[src/mior_pkg.sv]
// mior_pkg: constants of the mixed i/o register bank.
// assumes a 125 MHz clock and a byte-offset register port.
package mior_pkg;
    localparam int unsigned CLK_NS = 8;
    localparam int unsigned AW     = 5;
    localparam int unsigned DW     = 16;

    // register offsets
    localparam logic [4:0] OFS_IO_STATUS   = 5'h00;
    localparam logic [4:0] OFS_OUT_SWITCH  = 5'h02;
    localparam logic [4:0] OFS_AIN_VALUE   = 5'h08;
    localparam logic [4:0] OFS_AOUT_VALUE  = 5'h0a;
    localparam logic [4:0] OFS_LATCH_ACK   = 5'h12;
    localparam logic [4:0] OFS_FILTER_CFG  = 5'h16;
    localparam logic [4:0] OFS_MODE_CFG    = 5'h18;
    localparam logic [4:0] OFS_LOW_CLAMP   = 5'h1a;
    localparam logic [4:0] OFS_HIGH_CLAMP  = 5'h1c;
    localparam logic [4:0] OFS_MON_CODE    = 5'h1f;

    // field positions
    localparam int unsigned FLT_LEVEL_LSB = 0;
    localparam int unsigned FLT_RAMP_LSB  = 4;
    localparam int unsigned MODE_AIN_LSB  = 0;
    localparam int unsigned MODE_AOUT_BIT = 4;
    localparam int unsigned STAT_IN_LSB   = 0;
    localparam int unsigned STAT_FLT_LSB  = 4;

    // reset values
    localparam logic [7:0]  RST_FILTER_CFG = 8'h00;
    localparam logic [7:0]  RST_MODE_CFG   = 8'h00;
    localparam logic [15:0] RST_LOW_CLAMP  = 16'h8000;
    localparam logic [15:0] RST_HIGH_CLAMP = 16'h7fff;

    // analog input ranges
    localparam logic [1:0] AIN_VOLT   = 2'b00;
    localparam logic [1:0] AIN_I0_20  = 2'b01;
    localparam logic [1:0] AIN_I4_20  = 2'b11;

    // monitoring codes
    localparam logic [1:0] MON_OK     = 2'b00;
    localparam logic [1:0] MON_LOW    = 2'b01;
    localparam logic [1:0] MON_HIGH   = 2'b10;
    localparam logic [1:0] MON_OPEN   = 2'b11;

    // timing
    localparam int unsigned OUT_DELAY_NS   = 50000;
    localparam int unsigned OUT_DELAY_CYC  = OUT_DELAY_NS / CLK_NS;
    localparam int unsigned SAMPLE_OFS_NS  = 20000;
    localparam int unsigned SAMPLE_OFS_CYC = SAMPLE_OFS_NS / CLK_NS;
    localparam int unsigned DIG_MIN_NS     = 150000;
    localparam int unsigned DIG_FMIN_NS    = 200000;
    localparam int unsigned ANA_MIN_NS     = 400000;
    localparam int unsigned ANA_FMIN_NS    = 1000000;
    localparam int unsigned DIG_MIN_CYC    = (DIG_MIN_NS + CLK_NS - 1) / CLK_NS;
    localparam int unsigned DIG_FMIN_CYC   = (DIG_FMIN_NS + CLK_NS - 1) / CLK_NS;
    localparam int unsigned ANA_MIN_CYC    = (ANA_MIN_NS + CLK_NS - 1) / CLK_NS;
    localparam int unsigned ANA_FMIN_CYC   = (ANA_FMIN_NS + CLK_NS - 1) / CLK_NS;
    localparam int unsigned TW             = 18;
endpackage : mior_pkg

[src/mior_regs.sv]
// mior_regs: register bank of the mixed digital/analog i/o module.
// assumes a register port synchronous to i_mclk and one-cycle sync pulses.
`timescale 1ns/10ps
module mior_regs
    import mior_pkg::*;
#(
    parameter int unsigned P_OUT_DELAY = mior_pkg::OUT_DELAY_CYC,
    parameter int unsigned P_DIG_MIN   = mior_pkg::DIG_MIN_CYC,
    parameter int unsigned P_DIG_FMIN  = mior_pkg::DIG_FMIN_CYC,
    parameter int unsigned P_ANA_MIN   = mior_pkg::ANA_MIN_CYC,
    parameter int unsigned P_ANA_FMIN  = mior_pkg::ANA_FMIN_CYC
) (
    input  wire logic                  i_mclk,        // 125 MHz clock
    input  wire logic                  i_rst_n,       // sync reset, active low
    input  wire logic [mior_pkg::AW-1:0] i_reg_addr,  // byte offset
    input  wire logic                  i_reg_wr,      // write strobe
    input  wire logic [mior_pkg::DW-1:0] i_reg_wdata, // write data
    output logic      [mior_pkg::DW-1:0] o_reg_rdata, // read data, one cycle late
    input  wire logic                  i_sync,        // network_cycle_sync pulse
    input  wire logic                  i_dig_filter,  // digital input filter active
    input  wire logic [3:0]            i_in_level,    // digital input levels
    input  wire logic [1:0]            i_out_fault,   // output short/overload
    output logic      [3:0]            o_latch_clear, // latch clear pulses
    output logic      [1:0]            o_switch_out,  // switch_out_ch1/2
    output logic                       o_adc_strobe,  // sample request
    input  wire logic [15:0]           i_adc_data,    // raw analog sample
    input  wire logic                  i_open_line,   // front end open line
    output logic      [1:0]            o_ain_mode,    // input range to front end
    output logic      [15:0]           o_aout_value,  // analog_out_value
    output logic                       o_aout_current, // output is current
    output logic                       o_diag_event   // monitor change pulse
);
    import mior_pkg::*;

    function automatic logic [15:0] ramp_limit(input logic [2:0] code);
        ramp_limit = 16'h7fff >> code;
    endfunction : ramp_limit

    logic [7:0]  filter_cfg;
    logic [7:0]  mode_cfg;
    logic [15:0] low_clamp;
    logic [15:0] high_clamp;
    logic [1:0]  switch_state;
    logic [15:0] ain_value;
    logic [1:0]  mon_code;
    logic [7:0]  io_status;
    logic [TW-1:0] since_sync;
    logic [TW-1:0] out_cnt;
    logic [TW-1:0] smp_cnt;
    logic        out_run;
    logic        smp_run;
    logic [15:0] raw;
    logic        raw_vld;
    logic signed [15:0] ramped;
    logic        ramp_vld;
    logic signed [16:0] filt;
    logic        filt_vld;

    // write decode
    wire wr_out    = i_reg_wr && (i_reg_addr == OFS_OUT_SWITCH);
    wire wr_aout   = i_reg_wr && (i_reg_addr == OFS_AOUT_VALUE);
    wire wr_ack    = i_reg_wr && (i_reg_addr == OFS_LATCH_ACK);
    wire wr_filter = i_reg_wr && (i_reg_addr == OFS_FILTER_CFG);
    wire wr_mode   = i_reg_wr && (i_reg_addr == OFS_MODE_CFG);
    wire wr_low    = i_reg_wr && (i_reg_addr == OFS_LOW_CLAMP);
    wire wr_high   = i_reg_wr && (i_reg_addr == OFS_HIGH_CLAMP);

    wire [2:0] flt_level = filter_cfg[FLT_LEVEL_LSB +: 3];
    wire [2:0] ramp_code = filter_cfg[FLT_RAMP_LSB +: 3];
    wire [1:0] ain_mode  = mode_cfg[MODE_AIN_LSB +: 2];
    wire       volt_mode = (ain_mode == AIN_VOLT);

    // refresh gates: a too-short cycle skips this cycle's update
    wire [TW-1:0] dig_min = i_dig_filter ? TW'(P_DIG_FMIN) : TW'(P_DIG_MIN);
    wire [TW-1:0] ana_min = (flt_level != 3'h0) ? TW'(P_ANA_FMIN) : TW'(P_ANA_MIN);
    wire dig_ok = i_sync && (since_sync >= dig_min);
    wire ana_ok = i_sync && (since_sync >= ana_min);
    wire out_fire = out_run && (out_cnt == TW'(P_OUT_DELAY - 1));
    wire smp_fire = smp_run && (smp_cnt == TW'(SAMPLE_OFS_CYC - 1));

    // ramp step on the raw sample
    wire signed [16:0] delta = $signed({raw[15], raw}) - $signed({ramped[15], ramped});
    wire signed [16:0] rlim  = $signed({1'b0, ramp_limit(ramp_code)});
    wire signed [16:0] next_step =
        (ramp_code == 3'h0) ? delta :
        (delta > rlim) ? rlim :
        (delta < -rlim) ? -rlim : delta;
    wire signed [16:0] ramp_sum  = $signed({ramped[15], ramped}) + next_step;

    // averaging on the ramp output
    wire signed [16:0] next_filt = (flt_level == 3'h0) ? 17'(ramped) :
        filt - (filt >>> flt_level) + (17'(ramped) >>> flt_level);

    // clamp and monitor
    wire signed [16:0] lo_s = 17'($signed(low_clamp));
    wire signed [16:0] hi_s = 17'($signed(high_clamp));
    wire        open_now = i_open_line && volt_mode;
    wire [1:0]  next_code = open_now ? MON_OPEN :
                            (filt < lo_s) ? MON_LOW :
                            (filt > hi_s) ? MON_HIGH : MON_OK;
    wire signed [16:0] clamped = (next_code == MON_LOW) ? lo_s :
                                 (next_code == MON_HIGH) ? hi_s : filt;
    // 0-20 mA has no range below zero; 4-20 mA may show underrange
    wire signed [16:0] floored = (ain_mode == AIN_I0_20 && clamped < 0) ? 17'sd0 : clamped;

    // read mux
    logic [15:0] next_rdata;
    always_comb begin
        unique case (i_reg_addr)
            OFS_IO_STATUS:  next_rdata = {8'h00, io_status};
            OFS_AIN_VALUE:  next_rdata = ain_value;
            OFS_MON_CODE:   next_rdata = {14'h0000, mon_code};
            default:        next_rdata = 16'h0000;
        endcase
    end

    always_ff @(posedge i_mclk) begin
        if (!i_rst_n) begin
            filter_cfg   <= RST_FILTER_CFG;
            mode_cfg     <= RST_MODE_CFG;
            low_clamp    <= RST_LOW_CLAMP;
            high_clamp   <= RST_HIGH_CLAMP;
            switch_state <= 2'h0;
            o_aout_value <= 16'h0000;
            o_latch_clear <= 4'h0;
            o_reg_rdata  <= 16'h0000;
        end else begin
            if (wr_filter) filter_cfg <= i_reg_wdata[7:0] & 8'h77;
            if (wr_mode)   mode_cfg   <= i_reg_wdata[7:0] & 8'h13;
            if (wr_low)    low_clamp  <= i_reg_wdata;
            if (wr_high)   high_clamp <= i_reg_wdata;
            if (wr_out)    switch_state <= i_reg_wdata[1:0];
            if (wr_aout)   o_aout_value <= i_reg_wdata;
            o_latch_clear <= wr_ack ? i_reg_wdata[3:0] : 4'h0;
            o_reg_rdata   <= next_rdata;
        end
    end

    // sync timing: output delay and sample offset counters
    always_ff @(posedge i_mclk) begin
        if (!i_rst_n) begin
            since_sync   <= {TW{1'b1}};
            out_run      <= 1'b0;
            out_cnt      <= '0;
            smp_run      <= 1'b0;
            smp_cnt      <= '0;
            o_switch_out <= 2'h0;
            io_status    <= 8'h00;
        end else begin
            since_sync <= i_sync ? TW'(1) :
                          (&since_sync) ? since_sync : since_sync + TW'(1);
            out_cnt <= dig_ok ? '0 : out_cnt + TW'(1);
            out_run <= dig_ok | (out_run & ~out_fire);
            smp_cnt <= ana_ok ? '0 : smp_cnt + TW'(1);
            smp_run <= ana_ok | (smp_run & ~smp_fire);
            if (out_fire) o_switch_out <= switch_state;
            io_status <= {2'b00, i_out_fault, i_in_level};
        end
    end

    // analog chain: sample, ramp, filter, clamp; done a few clocks after sample
    always_ff @(posedge i_mclk) begin
        if (!i_rst_n) begin
            o_adc_strobe <= 1'b0;
            raw          <= 16'h0000;
            raw_vld      <= 1'b0;
            ramped       <= 16'sh0000;
            ramp_vld     <= 1'b0;
            filt         <= 17'sh00000;
            filt_vld     <= 1'b0;
            ain_value    <= 16'h0000;
            mon_code     <= MON_OK;
            o_diag_event <= 1'b0;
        end else begin
            o_adc_strobe <= smp_fire;
            raw_vld      <= smp_fire;
            if (smp_fire) raw <= i_adc_data;
            ramp_vld     <= raw_vld;
            if (raw_vld) ramped <= ramp_sum[15:0];
            filt_vld     <= ramp_vld;
            if (ramp_vld) filt <= next_filt;
            o_diag_event <= 1'b0;
            if (filt_vld) begin
                mon_code <= next_code;
                // open line in voltage mode keeps the last good value
                if (!open_now) ain_value <= floored[15:0];
                o_diag_event <= (next_code != mon_code);
            end
        end
    end

    assign o_ain_mode     = ain_mode;
    assign o_aout_current = mode_cfg[MODE_AOUT_BIT];

    // checks
    chk_latch_clear_pulse: assert property (@(posedge i_mclk) disable iff (!i_rst_n)
        wr_ack |=> (o_latch_clear == $past(i_reg_wdata[3:0])))
        else $error("latch clear does not follow ack write");
    chk_switch_at_delay: assert property (@(posedge i_mclk) disable iff (!i_rst_n)
        (o_switch_out != $past(o_switch_out)) |-> $past(out_fire))
        else $error("outputs changed away from the sync delay");
    chk_status_layout: assert property (@(posedge i_mclk) disable iff (!i_rst_n)
        $past(i_rst_n) |-> (io_status == {2'b00, $past(i_out_fault), $past(i_in_level)}))
        else $error("status register layout wrong");
    chk_current_nonneg: assert property (@(posedge i_mclk) disable iff (!i_rst_n)
        (filt_vld && ain_mode == AIN_I0_20 && !open_now) |=> !ain_value[15])
        else $error("negative value in 0-20 mA mode");
    chk_low_clamp_hold: assert property (@(posedge i_mclk) disable iff (!i_rst_n)
        (filt_vld && next_code == MON_LOW && ain_mode != AIN_I0_20)
        |=> (mon_code == MON_LOW && ain_value == $past(low_clamp)))
        else $error("lower limit not held");
    chk_high_clamp_hold: assert property (@(posedge i_mclk) disable iff (!i_rst_n)
        (filt_vld && next_code == MON_HIGH) |=> (ain_value == $past(high_clamp)))
        else $error("upper limit not held");
    chk_no_open_current: assert property (@(posedge i_mclk) disable iff (!i_rst_n)
        (filt_vld && !volt_mode) |=> (mon_code != MON_OPEN))
        else $error("open line reported in current mode");
    chk_diag_on_change: assert property (@(posedge i_mclk) disable iff (!i_rst_n)
        (mon_code != $past(mon_code)) |-> o_diag_event)
        else $error("monitor change without notification");
    chk_sample_offset: assert property (@(posedge i_mclk) disable iff (!i_rst_n)
        o_adc_strobe |-> ##4 (ain_value == $past(floored[15:0]) || open_now || $past(open_now)))
        else $error("sample not published");

    // register side: writes land only where decoded, reserved bits stay clear
    chk_latch_idle: assert property (@(posedge i_mclk) disable iff (!i_rst_n)
        !wr_ack |=> (o_latch_clear == 4'h0))
        else $error("latch clear pulse without ack write");

    chk_filter_reserved: assert property (@(posedge i_mclk) disable iff (!i_rst_n)
        (filter_cfg[3] == 1'b0) && (filter_cfg[7] == 1'b0))
        else $error("reserved filter bits set");

    chk_mode_reserved: assert property (@(posedge i_mclk) disable iff (!i_rst_n)
        (mode_cfg[3:2] == 2'h0) && (mode_cfg[7:5] == 3'h0))
        else $error("reserved mode bits set");

    chk_ain_mode_out: assert property (@(posedge i_mclk) disable iff (!i_rst_n)
        o_ain_mode == mode_cfg[1:0])
        else $error("input range differs from mode bits");

    chk_aout_type: assert property (@(posedge i_mclk) disable iff (!i_rst_n)
        o_aout_current == mode_cfg[4])
        else $error("output type differs from mode bit");

    chk_aout_hold: assert property (@(posedge i_mclk) disable iff (!i_rst_n)
        !wr_aout |=> (o_aout_value == $past(o_aout_value)))
        else $error("analog output changed without write");

    chk_mon_read_pad: assert property (@(posedge i_mclk) disable iff (!i_rst_n)
        ($past(i_reg_addr) == OFS_MON_CODE) |-> (o_reg_rdata[15:2] == 14'h0000))
        else $error("monitor code upper bits not zero");

    // status byte: inputs low nibble, faults above, top bits reserved
    chk_status_reserved: assert property (@(posedge i_mclk) disable iff (!i_rst_n)
        io_status[7:6] == 2'b00)
        else $error("reserved status bits set");

    chk_fault_bits: assert property (@(posedge i_mclk) disable iff (!i_rst_n)
        $past(i_rst_n) |-> (io_status[5:4] == $past(i_out_fault)))
        else $error("output fault bits misplaced");

    // outputs move only at the delayed sync point, and to the stored state
    chk_switch_value: assert property (@(posedge i_mclk) disable iff (!i_rst_n)
        out_fire |=> (o_switch_out == $past(switch_state)))
        else $error("outputs not set to stored state");

    chk_switch_hold: assert property (@(posedge i_mclk) disable iff (!i_rst_n)
        !out_fire |=> (o_switch_out == $past(o_switch_out)))
        else $error("outputs moved outside delay point");

    // too-short cycles must not restart the counters
    chk_dig_gate: assert property (@(posedge i_mclk) disable iff (!i_rst_n)
        (i_sync && (since_sync < dig_min)) |=> (out_cnt == $past(out_cnt) + TW'(1)))
        else $error("short cycle restarted output delay");

    chk_ana_gate: assert property (@(posedge i_mclk) disable iff (!i_rst_n)
        (i_sync && (since_sync < ana_min)) |=> (smp_cnt == $past(smp_cnt) + TW'(1)))
        else $error("short cycle restarted sample offset");

    chk_strobe_pulse: assert property (@(posedge i_mclk) disable iff (!i_rst_n)
        o_adc_strobe |=> !o_adc_strobe)
        else $error("sample strobe longer than one cycle");

    // analog chain ordering: ramp first, then averaging
    chk_ramp_chain: assert property (@(posedge i_mclk) disable iff (!i_rst_n)
        raw_vld |=> ramp_vld)
        else $error("ramp stage skipped");

    chk_ramp_off_follow: assert property (@(posedge i_mclk) disable iff (!i_rst_n)
        (raw_vld && ramp_code == 3'h0) |=> (ramped == $past(raw)))
        else $error("unlimited ramp does not follow input");

    chk_ramp_step: assert property (@(posedge i_mclk) disable iff (!i_rst_n)
        (raw_vld && ramp_code != 3'h0) |-> ((next_step <= rlim) && (next_step >= -rlim)))
        else $error("ramp step beyond limit");

    chk_filter_off_pass: assert property (@(posedge i_mclk) disable iff (!i_rst_n)
        (ramp_vld && flt_level == 3'h0) |=> (filt == $past(17'(ramped))))
        else $error("disabled filter does not pass ramp value");

    // monitoring outcome per update
    chk_diag_pulse_only: assert property (@(posedge i_mclk) disable iff (!i_rst_n)
        o_diag_event |-> (mon_code != $past(mon_code)))
        else $error("notification without code change");

    chk_code_inside: assert property (@(posedge i_mclk) disable iff (!i_rst_n)
        (filt_vld && !open_now && filt >= lo_s && filt <= hi_s) |=> (mon_code == MON_OK))
        else $error("code not cleared inside limits");

    chk_value_tracks: assert property (@(posedge i_mclk) disable iff (!i_rst_n)
        (filt_vld && next_code == MON_OK) |=> (ain_value == $past(floored[15:0])))
        else $error("value does not track inside limits");

    // open line in voltage mode freezes the published value rather than showing garbage
    chk_open_holds: assert property (@(posedge i_mclk) disable iff (!i_rst_n)
        (filt_vld && open_now) |=> (ain_value == $past(ain_value)))
        else $error("value changed during open line");
endmodule : mior_regs

[config.mk]
export PLATFORM = sky130hd
export DESIGN_NAME = mior_regs
export DESIGN_NICKNAME = d
export VERILOG_FILES = /design/src/mior_pkg.sv /design/src/mior_regs.sv
export SDC_FILE = /design/constraint.sdc
export NUM_CORES = 1
export LEC_CHECK = 0
export ABC_AREA = 1
export BUFFER_PORTS_ARGS = -buffer_cell sky130_fd_sc_hd__buf_4
export CAP_MARGIN = 20
export CORE_UTILIZATION = 55
export CTS_CLUSTER_DIAMETER = 30
export CTS_CLUSTER_SIZE = 30
export DETAILED_ROUTE_END_ITERATION = 8
export PLACE_DENSITY = 0.7
export SLEW_MARGIN = 30
export SYNTH_ARGS = -nofsm -noshare
export SYNTH_HDL_FRONTEND = slang
export SYNTH_SLANG_ARGS = --single-unit
[constraint.sdc]
create_clock -name i_mclk -period 11.6 [get_ports i_mclk]
set_input_delay 0.58 -clock i_mclk [delete_from_list [all_inputs] [get_ports i_mclk]]
set_output_delay 0.58 -clock i_mclk [all_outputs]
set_load 0.05 [all_outputs]
* After elaboration in Yosys (flattened, before gate mapping)
Index checks and enable logic that the tools add are counted.
Word-level totals: logic and storage cells 108, output and inout bits 43, input bits 49, register bits after elaboration 216
Cells by class: multiplexer cells 15, bitwise operators 8, reduce and logical (&&, ||, !) cells 25, $add $sub $neg 8, equality and inequality tests 16, $lt $le $gt $ge 7, shifts and indexed selects 3
Operators by type and width (number):
- $mux W17 | 4
- $mux W16 | 4
- $add A18 B1 Y18 const B | 3
- $pmux W16 S3 | 1
- $mux W18 | 2
- $eq A5 B5 Y1 const B | 6
- $eq A18 B12 Y1 const B | 1
- $eq A18 B13 Y1 const B | 1
- $ge A18 B15 Y1 | 1
- $ge A18 B17 Y1 | 1
- $reduce_and A18 Y1 | 1
- $add A17 B17 Y17 | 1
- $gt A17 B16 Y1 | 1
- $gt A17 B17 Y1 | 1
- $lt A17 B1 Y1 const B | 1
- $lt A17 B16 Y1 | 1
- $lt A17 B17 Y1 | 1
- $neg A16 Y17 | 1
- $sshr A16 B3 Y17 | 1
- $sshr A17 B3 Y17 | 1
- $sub A16 B16 Y17 | 1
- $sub A17 B17 Y17 | 1
- $add A16 B16 Y16 | 1
- $shr A15 B3 Y16 const A | 1
- 18 further kinds | 44

* Longest topological paths before layout
Gate-level depths: netlist of run 1.
word-level depth 10, mapped depth 43, mapped depth without buffers 43

* Worst setup path after synthesis of run 1
No wires, ideal clock.
kind reg-to-reg, start register ramped[0], end register ramped[12], data arrival time 5.258 ns, period minus slack after synthesis 5.314 ns, stages on the path, launching flop included 42, required time 11.544 ns, path slack 6.286 ns, cell sequence dfxtp_1 -> ha_1 -> inv_1 -> fa_1 -> nand2_1 -> nand2_1 -> nand3_1 -> nand3_1 -> a31oi_1 -> o21ai_0 -> a21boi_0 -> xor2_1 -> inv_1 -> ha_1 -> nand2_1 -> inv_1 -> nand4_1 -> nor4_1 -> (+6 left out) -> nor2_1 -> inv_1 -> nand3_1 -> ha_1 -> fa_1 -> nand3_1 -> nand3_1 -> a21oi_1 -> o21bai_1 -> nand2_1 -> nand2_1 -> a21boi_0 -> o21ai_0 -> nand2_1 -> inv_1 -> o21ai_0 -> nand2_1 -> inv_1
On the way: longest elaborated chain between the ends 6, elaborated cells on any way between the ends 7, those cells by class add/sub (2); order compare (2); mux (3)
Ends and longest elaborated chain:
- from (decl) | line mior_regs.sv:54 | logic signed [15:0] ramped;
- from (signal assigned) | line mior_regs.sv:179 | if (raw_vld) ramped <= ramp_sum[15:0];
- $sub A16 B16 Y17 | line mior_regs.sv:82 | wire signed [16:0] delta = $signed({raw[15], raw}) - $signed({ramped[15], ramped});
- $lt A17 B17 Y1 | line mior_regs.sv:87 | (delta < -rlim) ? -rlim : delta;
- $mux W16 | line mior_regs.sv:87
- $mux W16 | line mior_regs.sv:86 | (delta > rlim) ? rlim :
- $mux W16 | line mior_regs.sv:85 | (ramp_code == 3'h0) ? delta :
- $add A16 B16 Y16 * | line mior_regs.sv:88 | wire signed [16:0] ramp_sum = $signed({ramped[15], ramped}) + next_step;
Mark *: on every way between the ends. The rest lies on a longest branch, timed or not. A chain may end at the register's enable or synchronous reset.

* Worst setup path in the final report of run 1
Ends and elaborated chain as after synthesis.

==> results of run 1 <==
layout by cell type (no fill, tap or decap), types with 5 or more instances in the layout:
cell type,count
a21o_1,5
a21oi_1,181
a31oi_1,11
buf_4,102
clkbuf_16,54
clkbuf_8,9
clkinv_1,5
clkinv_2,7
dfxtp_1,213
fa_1,18
ha_1,113
inv_1,263
inv_2,5
inv_6,12
mux2i_1,11
nand2_1,435
nand2_2,6
nand3_1,122
nand3_2,7
nand3b_1,9
nand4_1,25
nor2_1,169
nor2_2,8
nor3_1,17
nor3_2,5
nor4_1,14
o211ai_1,23
o21ai_0,220
o31ai_1,5
xnor2_1,17
xor2_1,45
sequential cells by signal, summed over array words and instances, names as in the netlist, 3 cells and up:
register and cells:
mode_cfg 3, ramped 16, since_sync 18, io_status 6, o_latch_clear 4, filter_cfg 6, raw 16, smp_cnt 18
high_clamp 16, ain_value 16, out_cnt 18, o_reg_rdata 16, filt 17, low_clamp 16, o_aout_value 16
worst max-delay path, delay by kind of cell, from the launching register on:
family	cells	cell delay, ns
AND/OR/NAND/NOR	21	2.06
adder cells (fa/ha/maj)	5	1.52
AO/OA/AOI/OAI	8	1.49
buffers and inverters	5	0.44
flip-flops	1	0.40
XOR/XNOR	1	0.22
worst min path at each step:
stage                                     startpoint                          to  slack, ns  cells after the start
after floorplan           ain_value[13]$_SDFFE_PN0P_  o_reg_rdata[13]$_SDFF_PN0_       0.41                      2
after global placement    ain_value[13]$_SDFFE_PN0P_  o_reg_rdata[13]$_SDFF_PN0_       0.42                      2
after detailed placement  ain_value[13]$_SDFFE_PN0P_  o_reg_rdata[13]$_SDFF_PN0_       0.42                      2
after CTS                              i_in_level[2]     io_status[2]$_SDFF_PN0_       0.19                      3
after global routing                   i_in_level[3]     io_status[3]$_SDFF_PN0_       0.22                      3
final                                  i_in_level[2]     io_status[2]$_SDFF_PN0_       0.21                      3
power groups by stage:
stage                     clock [mW]  sequential [mW]  combinational, mW
after CTS                       1.49            0.758              0.141
after global placement             0            0.772              0.138
after detailed placement           0            0.772              0.140
final                           1.47            0.759              0.142
after floorplan                    0            0.770             0.0937
after global routing            1.52            0.759              0.159
cell families after synthesis:
logic type	Yosys count	share of synthesized area [%]
and+or+nand+nor	829	25.3
AOI/OAI and AO/OA	475	18.0
buffers and inverters	346	9.41
DFF	214	30.2
adders and majority gates	131	12.5
xor gates and xnor gates	62	3.83
muxes	11	0.777
synth_stat cells, types with 19 or more instances:
| cell type | n |
|---|---|
| nand4_1 | 25 |
| o211ai_1 | 23 |
| nor3_1 | 19 |
| nand2_1 | 435 |
| ha_1 | 113 |
| nand3_1 | 122 |
| a21oi_1 | 181 |
| clkbuf_1 | 59 |
| inv_1 | 264 |
| dfxtp_1 | 214 |
| xor2_1 | 45 |
| nor2_1 | 169 |
| o21ai_0 | 220 |
layer usage:
| metal | global-route usage (%) | vias up | routed length, um |
|---|---|---|---|
| met2 | 52.1 | 412 | 18400 |
| met4 | 12.0 | 0 | 1290 |
| li1 | - | 7048 | - |
| met3 | 3.69 | 79 | 2140 |
| met5 | 0 | - | 0 |
| met1 | 38.0 | 6398 | 17700 |
through the flow:
step	hold WS [ns]	instance area (um2)	util (%)	total power [mW]	setup WS [ns]
after floorplan	0.412	14200	-	0.863	6.29
after detailed placement	0.423	15100	59.7	0.912	5.48
after global placement	0.419	15100	59.7	0.910	5.64
final	0.206	16900	66.8	2.37	5.35
after CTS	0.189	16900	66.8	2.38	5.44
after global routing	0.219	16900	66.8	2.44	4.57
cell type report:
class | count | share of cell area, %
sequential | 214 | 25.4
clock inverter | 31 | 1.93
clock buffer | 67 | 8.83
tap | 330 | 2.45
multi-input combinational | 1508 | 50.8
timing repair buffer | 102 | 4.54
inverter | 274 | 6.11
==> out/qor.yml, run 1 <==
status: "complete, no violations"
syn2layout_area_growth_pct: 19.1
via_per_inst: 5.52
cpMostUsedCell: "nand2_1"
cap_violations: 0
grt_pass1_wl_mm: 64.6
post_drt_wl_per_cell_um: 15.6
synth_warnings: 0
endpoint_kind: "register"
hold_buffers: 0
setup_viol: 0
grt_pass1_vias: 13300
netSwitchingPower_mw: 0.592
start_util_pct: 56.1
skew_ns: 0.0260
cts_tree: "done"
pwr-share-clk_pct: 62.0
seqPwrFrac_pct: 32.0
rrSetupSlack_ns: 5.35
multi_input_area_mm2: 0.00857
fp-row-count: 58
synth_area_mm2: 0.0142
cts.sinks: 214
synthDistinctLibCells: 53
vias: 13900
reg2reg_from: "ramped[0]$_SDFFE_PN0P_"
clkTransAtPathRegs_ns: 0.05
register_area_mm2: 0.00429
grt_max_degree: 58
syn-num-nets: 2248
cp_max_fo: 8
antenna_left: 0
grt-ovfl-total: 0
irDropWorstVdd_uv: 130
tightest_slew_ns: 0.866
synth-edff-count: 0
async_flop_share_pct: 0
finalHoldViolCount: 0
io_buffers: 91
startpoint_type: "register"
p_per_area_mw_per_mm2: 141
first_pass_iters: 7
clock.fmax_ghz: 0.160
placed_cells: 2428
crit_start: "ramped[0]$_SDFFE_PN0P_"
synth-seq-cells: 214
fillCellCount: 2281
cts-resized-gates: 0
synth-seq-area-share_pct: 30.2
place_congestion: 0.965
dp_hpwl_mm: 29.2
layout.nets: 2333
final_cells: 2526
clock_path_buffers: 3
drive_gt1_share_pct: 10.9
fin_crit_sh_pct: 53.8
dieHeight_um: 163
pwr-share-comb_pct: 6.0
cp.required_ns: 12.04
tns_ns: 0
hold_path.class: "primary input to register"
cts_root_buf: "clkbuf_16"
power_leakage_nw: 8.06
ys_top_cells_by_area: "dfxtp_1 30%, nand2_1 12%, ha_1 10%, o21ai_0 7.8%, inv_1 7.0%"
reg2reg_depth: 40
antenna_cells: 0
drv_slew: 0
slowest_stage: "fa_1"
die_w_um: 163
clk_latency_ns: 0.56
crit_type: "register to register"
p_int_mw: 1.78
grt.total_usage_pct: 30.1
die_area_mm2: 0.0264
synthFlopType: "dfxtp_1"
drc: 0
ios: 92
critPathMaxStageDelay_ns: 0.41
drtIter0Drc: 943
cts-buffers-inserted: 53
yosysTopAreaCell: "dfxtp_1"
period_minus_slack_ns: 6.25
switching_share_pct: 25.0
post-cts-setup-buffer-count: 0
relSlewSlack_pct: 42.2
syn_avg_cell_area_um2: 6.86
rr_endpoint: "ramped[12]$_SDFFE_PN0P_"
rsz0062_at_grt: "no"
antenna_found_initial: 0
critPathCapture: "ramped[12]$_SDFFE_PN0P_"
core_area_mm2: 0.0253
htreeDepth: 2
wirelength_mm: 39.5
synth_top_area_share_pct: 30.2
synth_cells: 2068
worstPathArrival_ns: 6.69
Note: power is estimated with default switching activity, not from simulation.
==> run 2, diff against run 1 <==
Settings changed: ABC_AREA 1 to 0.
Clock period 11.6 ns to 5.9 ns, I/O delays scaled along.
==> out/qor.yml, run 2 <==
core_area_mm2: 0.0245
fin_util_pct: 71.0
whs_ns: 0.00786
synth_compound_gate_area_share_pct: 18.2
register_area_mm2: 0.00429
finalHoldViolCount: 0
antenna_cells: 0
critPathMaxStageDelay_ns: 0.39
reg2reg_from: "raw[2]$_SDFFE_PN0P_"
synthDistinctLibCells: 82
rrSetupSlack_ns: 0.11
synth.most_common_cell: "dfxtp_1"
fillCellCount: 1915
synthSimpleGateAreaFrac_pct: 19.7
synth-seq-cells: 214
start_util_pct: 56.5
relSlewSlack_pct: 43.7
rsz0062_at_grt: "yes"
post_drt_wl_per_cell_um: 17.3
cp_max_fo: 5
grt_pass1_wl_mm: 62.1
die_w_um: 160
synthFlopType: "dfxtp_1"
clkTransAtPathRegs_ns: 0.05
drv_slew: 0
syn2layout_area_growth_pct: 25.7
drive_gt1_share_pct: 18.7
reg2reg_depth: 28
syn_avg_cell_area_um2: 8.39
yosys-mux-area-fraction_pct: 8.93
die_area_mm2: 0.0258
dieHeight_um: 160
antenna_left: 0
grt_max_degree: 58
ios: 92
p_per_area_mw_per_mm2: 258
worstPathArrival_ns: 6.19
multi_input_area_mm2: 0.00919
synth_cells: 1646
drtIter0Drc: 765
status: "complete, no violations"
critPathCapture: "ramped[13]$_SDFFE_PN0P_"
postPlaceCellArea_mm2: 0.0150
fp-row-count: 57
grt_pass1_vias: 12500
power_leakage_nw: 7.44
via_per_inst: 5.78
endpoint_kind: "register"
final_common_cell: "dfxtp_1"
irDropWorstVdd_uv: 243
crit_cells: 28
skew_ns: 0.0359
crit_buf_inv: 2
crit_start: "raw[2]$_SDFFE_PN0P_"
synth-seq-area-share_pct: 31.0
crit_type: "register to register"
synth_adder_area_share_pct: 12.8
syn-num-nets: 1826
clock_path_buffers: 3
clock.fmax_ghz: 0.173
ys_top_cells_by_area: "dfxtp_1 31%, ha_1 10%, mux2i_1 6.8%, nand2_1 4.8%, nor2_1 4.8%"
rr_endpoint: "ramped[13]$_SDFFE_PN0P_"
synth_area_mm2: 0.0138
tightest_slew_ns: 0.844
cts_tree: "done"
hold_path.class: "primary input to register"
wirelength_mm: 37.6
cts.sinks: 214
first_pass_iters: 5
startpoint_type: "register"
mostFrequentLayoutCells: "207 x dfxtp_1, 173 x nand2_1, 173 x nor2_1"
clk_latency_ns: 0.56
dp_hpwl_mm: 26.6
cts-buffers-inserted: 48
fin_crit_sh_pct: 98.1
vias: 12500
finish.instance_area_mm2: 0.0174
slowest_stage: "a221o_1"
io_buffers: 91
synth-xor-area-share_pct: 4.95
cp_top_family: "compound AO/OA/AOI/OAI gates"
async_flop_share_pct: 0
top_regs: "out_cnt (18), since_sync (18), smp_cnt (18)"
drc: 0
antenna_found_initial: 0
cp.required_ns: 6.30
ys_top_cells_by_count: "214 x dfxtp_1, 176 x nand2_1, 175 x nor2_1"
period_minus_slack_ns: 5.79
hold_depth: 3
yosysTopAreaCell: "dfxtp_1"
synth_top_family_by_area: "simple AND/OR/NAND/NOR gates"
synth_top_area_share_pct: 31.0
setup_viol: 0
fin_total_pwr_mw: 4.48
cts_root_buf: "clkbuf_16"
layout.nets: 1986
place_congestion: 0.963
grt.total_usage_pct: 29.4
cap_violations: 0
synth-edff-count: 0
synth_warnings: 0
htreeDepth: 2
grt-ovfl-total: 0
==> run 2: cell count changes after synthesis, sizes merged, moves of 17 or more <==
| cell | change |
|---|---|
| nand3 | -89 |
| xnor2 | +17 |
| o21ai | -111 |
| a21oi | -98 |
| mux2i | +83 |
| o31ai | +19 |
| inv | -183 |
| and2 | +33 |
| nand2 | -267 |
| and3 | +20 |
==> run 2: power by group <==
| part | internal, mW | leakage (nW) | switching (mW) |
|---|---|---|---|
| combinational | 0.0925 | 4.87 | 0.121 |
| sequential | 1.47 | 1.74 | 0.0229 |
| clock | 1.88 | 0.838 | 0.898 |
| total | 3.44 | 7.44 | 1.04 |
==> run 2: repair_timing <==
item / in CTS / in global routing
setup buffers: 4 / 7
setup endpoints to repair: 6 / 9
hold endpoints to repair: 30 / 0
gates resized for setup: 12 / 45
hold buffers: 23 / 0
gates cloned: 1 / 0
pin swaps: 10 / 34
==> run 2: per-stage QoR <==
step,std cells,worst slack (ns),TNS [ns]
3_3_place_gp,2044,-0.239,-0.823
5_1_grt,2170,-0.182,-0.716
4_1_cts,2164,0.00892,0
2_1_floorplan,1646,0.0205,0
3_5_place_dp,2046,-0.327,-1.41
6_report,2170,0.115,0
==> run 2: worst min-delay path by stage <==
stage	startpoint	end	slack, ns
global placement	ain_value[15]$_SDFFE_PN0P_	ain_value[15]$_SDFFE_PN0P_	0.44
CTS	i_adc_data[1]	raw[1]$_SDFFE_PN0P_	0.002
floorplan	i_reg_wdata[0]	o_latch_clear[0]$_SDFF_PN0_	0.42
finish	i_adc_data[1]	raw[1]$_SDFFE_PN0P_	0.008
global route	i_reg_wdata[15]	high_clamp[15]$_SDFFE_PN0P_	0.009
detailed placement	ain_value[10]$_SDFFE_PN0P_	ain_value[10]$_SDFFE_PN0P_	0.44
==> run 2: worst register-to-register path, delay by kind of cell, from the launching register on <==
| kind | cells | cell delay [ns] |
|---|---|---|
| AO/OA/AOI/OAI | 11 | 2.24 |
| XOR/XNOR | 2 | 0.24 |
| flip-flops | 1 | 0.38 |
| buffers and inverters | 2 | 0.34 |
| multiplexers | 1 | 0.13 |
| AND/OR/NAND/NOR | 9 | 1.57 |
| adder cells (fa/ha/maj) | 3 | 0.77 |
==> run 2: final cells by class <==
class / count / area share (%)
repair buffers: 181 / 8.19
flip-flops and latches: 214 / 24.7
inverters: 87 / 1.88
clock inverters: 33 / 2.51
clock buffers: 57 / 7.40
well taps: 324 / 2.34
multi-input cells: 1274 / 53.0
==> run 2: kinds of logic after synthesis <==
family                   count (synthesis)
adder cells (fa/ha/maj)                131
multiplexers                           111
AND/OR/NAND/NOR                        578
XOR/XNOR                                78
buffers and inverters                  159
flip-flops                             214
AO/OA/AOI/OAI                          375
==> run 2: layer usage <==
| layer | share of wire [%] | vias up | GRT usage, % |
|---|---|---|---|
| met5 | 0 | - | 0 |
| met4 | 3.1 | 0 | 10.3 |
| met3 | 4.9 | 97 | 4.24 |
| met2 | 49 | 362 | 52.0 |
| met1 | 43 | 5914 | 36.4 |
| li1 | - | 6176 | - |
==> run 3, diff against run 2 <==
Settings changed: ABC_AREA 0 to 1, CTS_BUF_LIST set to sky130_fd_sc_hd__clkbuf_4 sky130_fd_sc_hd__clkbuf_8, SETUP_SLACK_MARGIN set to 0.4.
==> out/qor.yml, run 3 (same netlist as run 1, synthesis figures left out) <==
power_leakage_nw: 8.18
drc: 0
whs_ns: 0.0563
grt-ovfl-total: 0
endpoint_kind: "register"
clock_path_buffers: 3
met1_length_mm: 18.3
ios: 92
skew_ns: 0.0379
seqPwrFrac_pct: 38.5
grt_pass1_vias: 13400
period_minus_slack_ns: 5.46
placed_cells: 2438
layout.nets: 2402
drv_slew: 0
fillCellCount: 2216
met3WireLength_mm: 1.92
top_layer: "met4"
syn2layout_area_growth_pct: 21.8
critPathMaxStageDelay_ns: 0.41
cts-buffers-inserted: 49
fin_crit_sh_pct: 92.5
cts_root_buf: "clkbuf_8"
switching_share_pct: 25.8
io_buffers: 91
hold_depth: 3
finalHoldViolCount: 0
status: "complete, no violations"
antenna_left: 0
pwr-share-clk_pct: 53.6
clkTransAtPathRegs_ns: 0.06
grt.total_usage_pct: 30.3
grt_max_degree: 86
dieHeight_um: 163
first_pass_iters: 5
htreeDepth: 2
fp-row-count: 58
pwr-share-comb_pct: 7.9
tns_ns: 0
die_w_um: 163
rsz0062_at_grt: "yes"
clock.fmax_ghz: 0.183
antenna_found_initial: 0
antenna_cells: 0
core_area_mm2: 0.0253
cts.sinks: 214
tightest_slew_ns: 0.923
start_util_pct: 56.1
crit_type: "register to register"
register_area_mm2: 0.00429
relSlewSlack_pct: 38.4
startpoint_type: "register"
multi_input_area_mm2: 0.00889
irDropWorstVdd_uv: 317
cp.required_ns: 6.35
wl_met2_mm: 19.5
setup_ws_ns: 0.444
p_per_area_mw_per_mm2: 224
final_cells: 2591
place_congestion: 0.993
grt_pass1_wl_mm: 64.9
setup_viol: 0
cts_tree: "done"
crit_cells: 41
drive_gt1_share_pct: 14.6
drtIter0Drc: 1070
wirelength_mm: 41.0
die_area_mm2: 0.0264
worstPathArrival_ns: 5.91
post_drt_wl_per_cell_um: 15.8
vias: 14100
dp_hpwl_mm: 29.3
p_int_mw: 2.86
final_common_cell: "nand2_1"
mostFrequentLayoutCells: "425 x nand2_1, 257 x inv_1, 211 x dfxtp_1"
place_ws_ns: -0.0629
via_per_inst: 5.46
slowest_stage: "fa_2"
cp_top_family: "simple AND/OR/NAND/NOR gates"
cap_violations: 0
hold_path.class: "primary input to register"
cp_max_fo: 7
top_regs: "out_cnt (18), since_sync (18), smp_cnt (18)"
netSwitchingPower_mw: 0.997
reg2reg_depth: 41
crit_buf_inv: 6
clk_latency_ns: 0.59
run 3: path summary, 6_finish.rpt:
check	start	to	slack [ns]
worst max-delay path	raw[0]$_SDFFE_PN0P_	ramped[12]$_SDFFE_PN0P_	0.44
worst min-delay path	i_reg_wdata[4]	high_clamp[4]$_SDFFE_PN1P_	0.06
worst min register to register	ain_value[9]$_SDFFE_PN0P_	o_reg_rdata[9]$_SDFF_PN0_	0.43
worst max register to register	raw[0]$_SDFFE_PN0P_	ramped[12]$_SDFFE_PN0P_	0.44
run 3: what timing repair did:
action | in CTS | in global routing
buffers inserted | 3 | 21
pin swaps | 5 | 48
resized for setup | 13 | 72
gates cloned | 0 | 0
endpoints found under the setup margin | 9 | 10
endpoints found under the hold margin | 52 | 0
hold buffers | 39 | 0
run 3: tightest hold or removal path, cell delays in order:
cell     delay (ns)
buf_4          0.16
a21oi_1        0.09
o21ai_0        0.07
run 3: per-stage QoR:
stage               power, mW  instance area (um2)  util (%)
floorplan                1.70                14200         -
global route             3.99                17300      68.4
finish                   3.86                17300      68.4
global placement         1.79                15100      59.9
CTS                      3.87                16800      66.6
detailed placement       1.79                15100      59.9
run 3: area by class of cell:
cell class                      count  share of cell area (%)
Tap cell                          330                    2.39
Timing Repair Buffer              175                    8.18
Inverter                          274                    5.99
Clock buffer                       62                    4.91
Multi-Input combinational cell   1508                    51.5
Sequential cell                   214                    24.8
Clock inverter                     28                    2.20
run 3: per-layer routing:
| metal | up-vias | track usage, % |
|---|---|---|
| li1 | 7164 | - |
| met1 | 6480 | 38.2 |
| met2 | 404 | 52.7 |
| met3 | 87 | 3.59 |
| met4 | 0 | 11.2 |
| met5 | - | 0 |
run 3: power by group through the flow:
stage	clock network [mW]	logic (mW)	registers, mW
6_report	2.07	0.305	1.49
5_1_grt	2.16	0.338	1.49
4_1_cts	2.09	0.298	1.49
3_5_place_dp	0	0.274	1.52
3_3_place_gp	0	0.271	1.52
2_1_floorplan	0	0.184	1.51
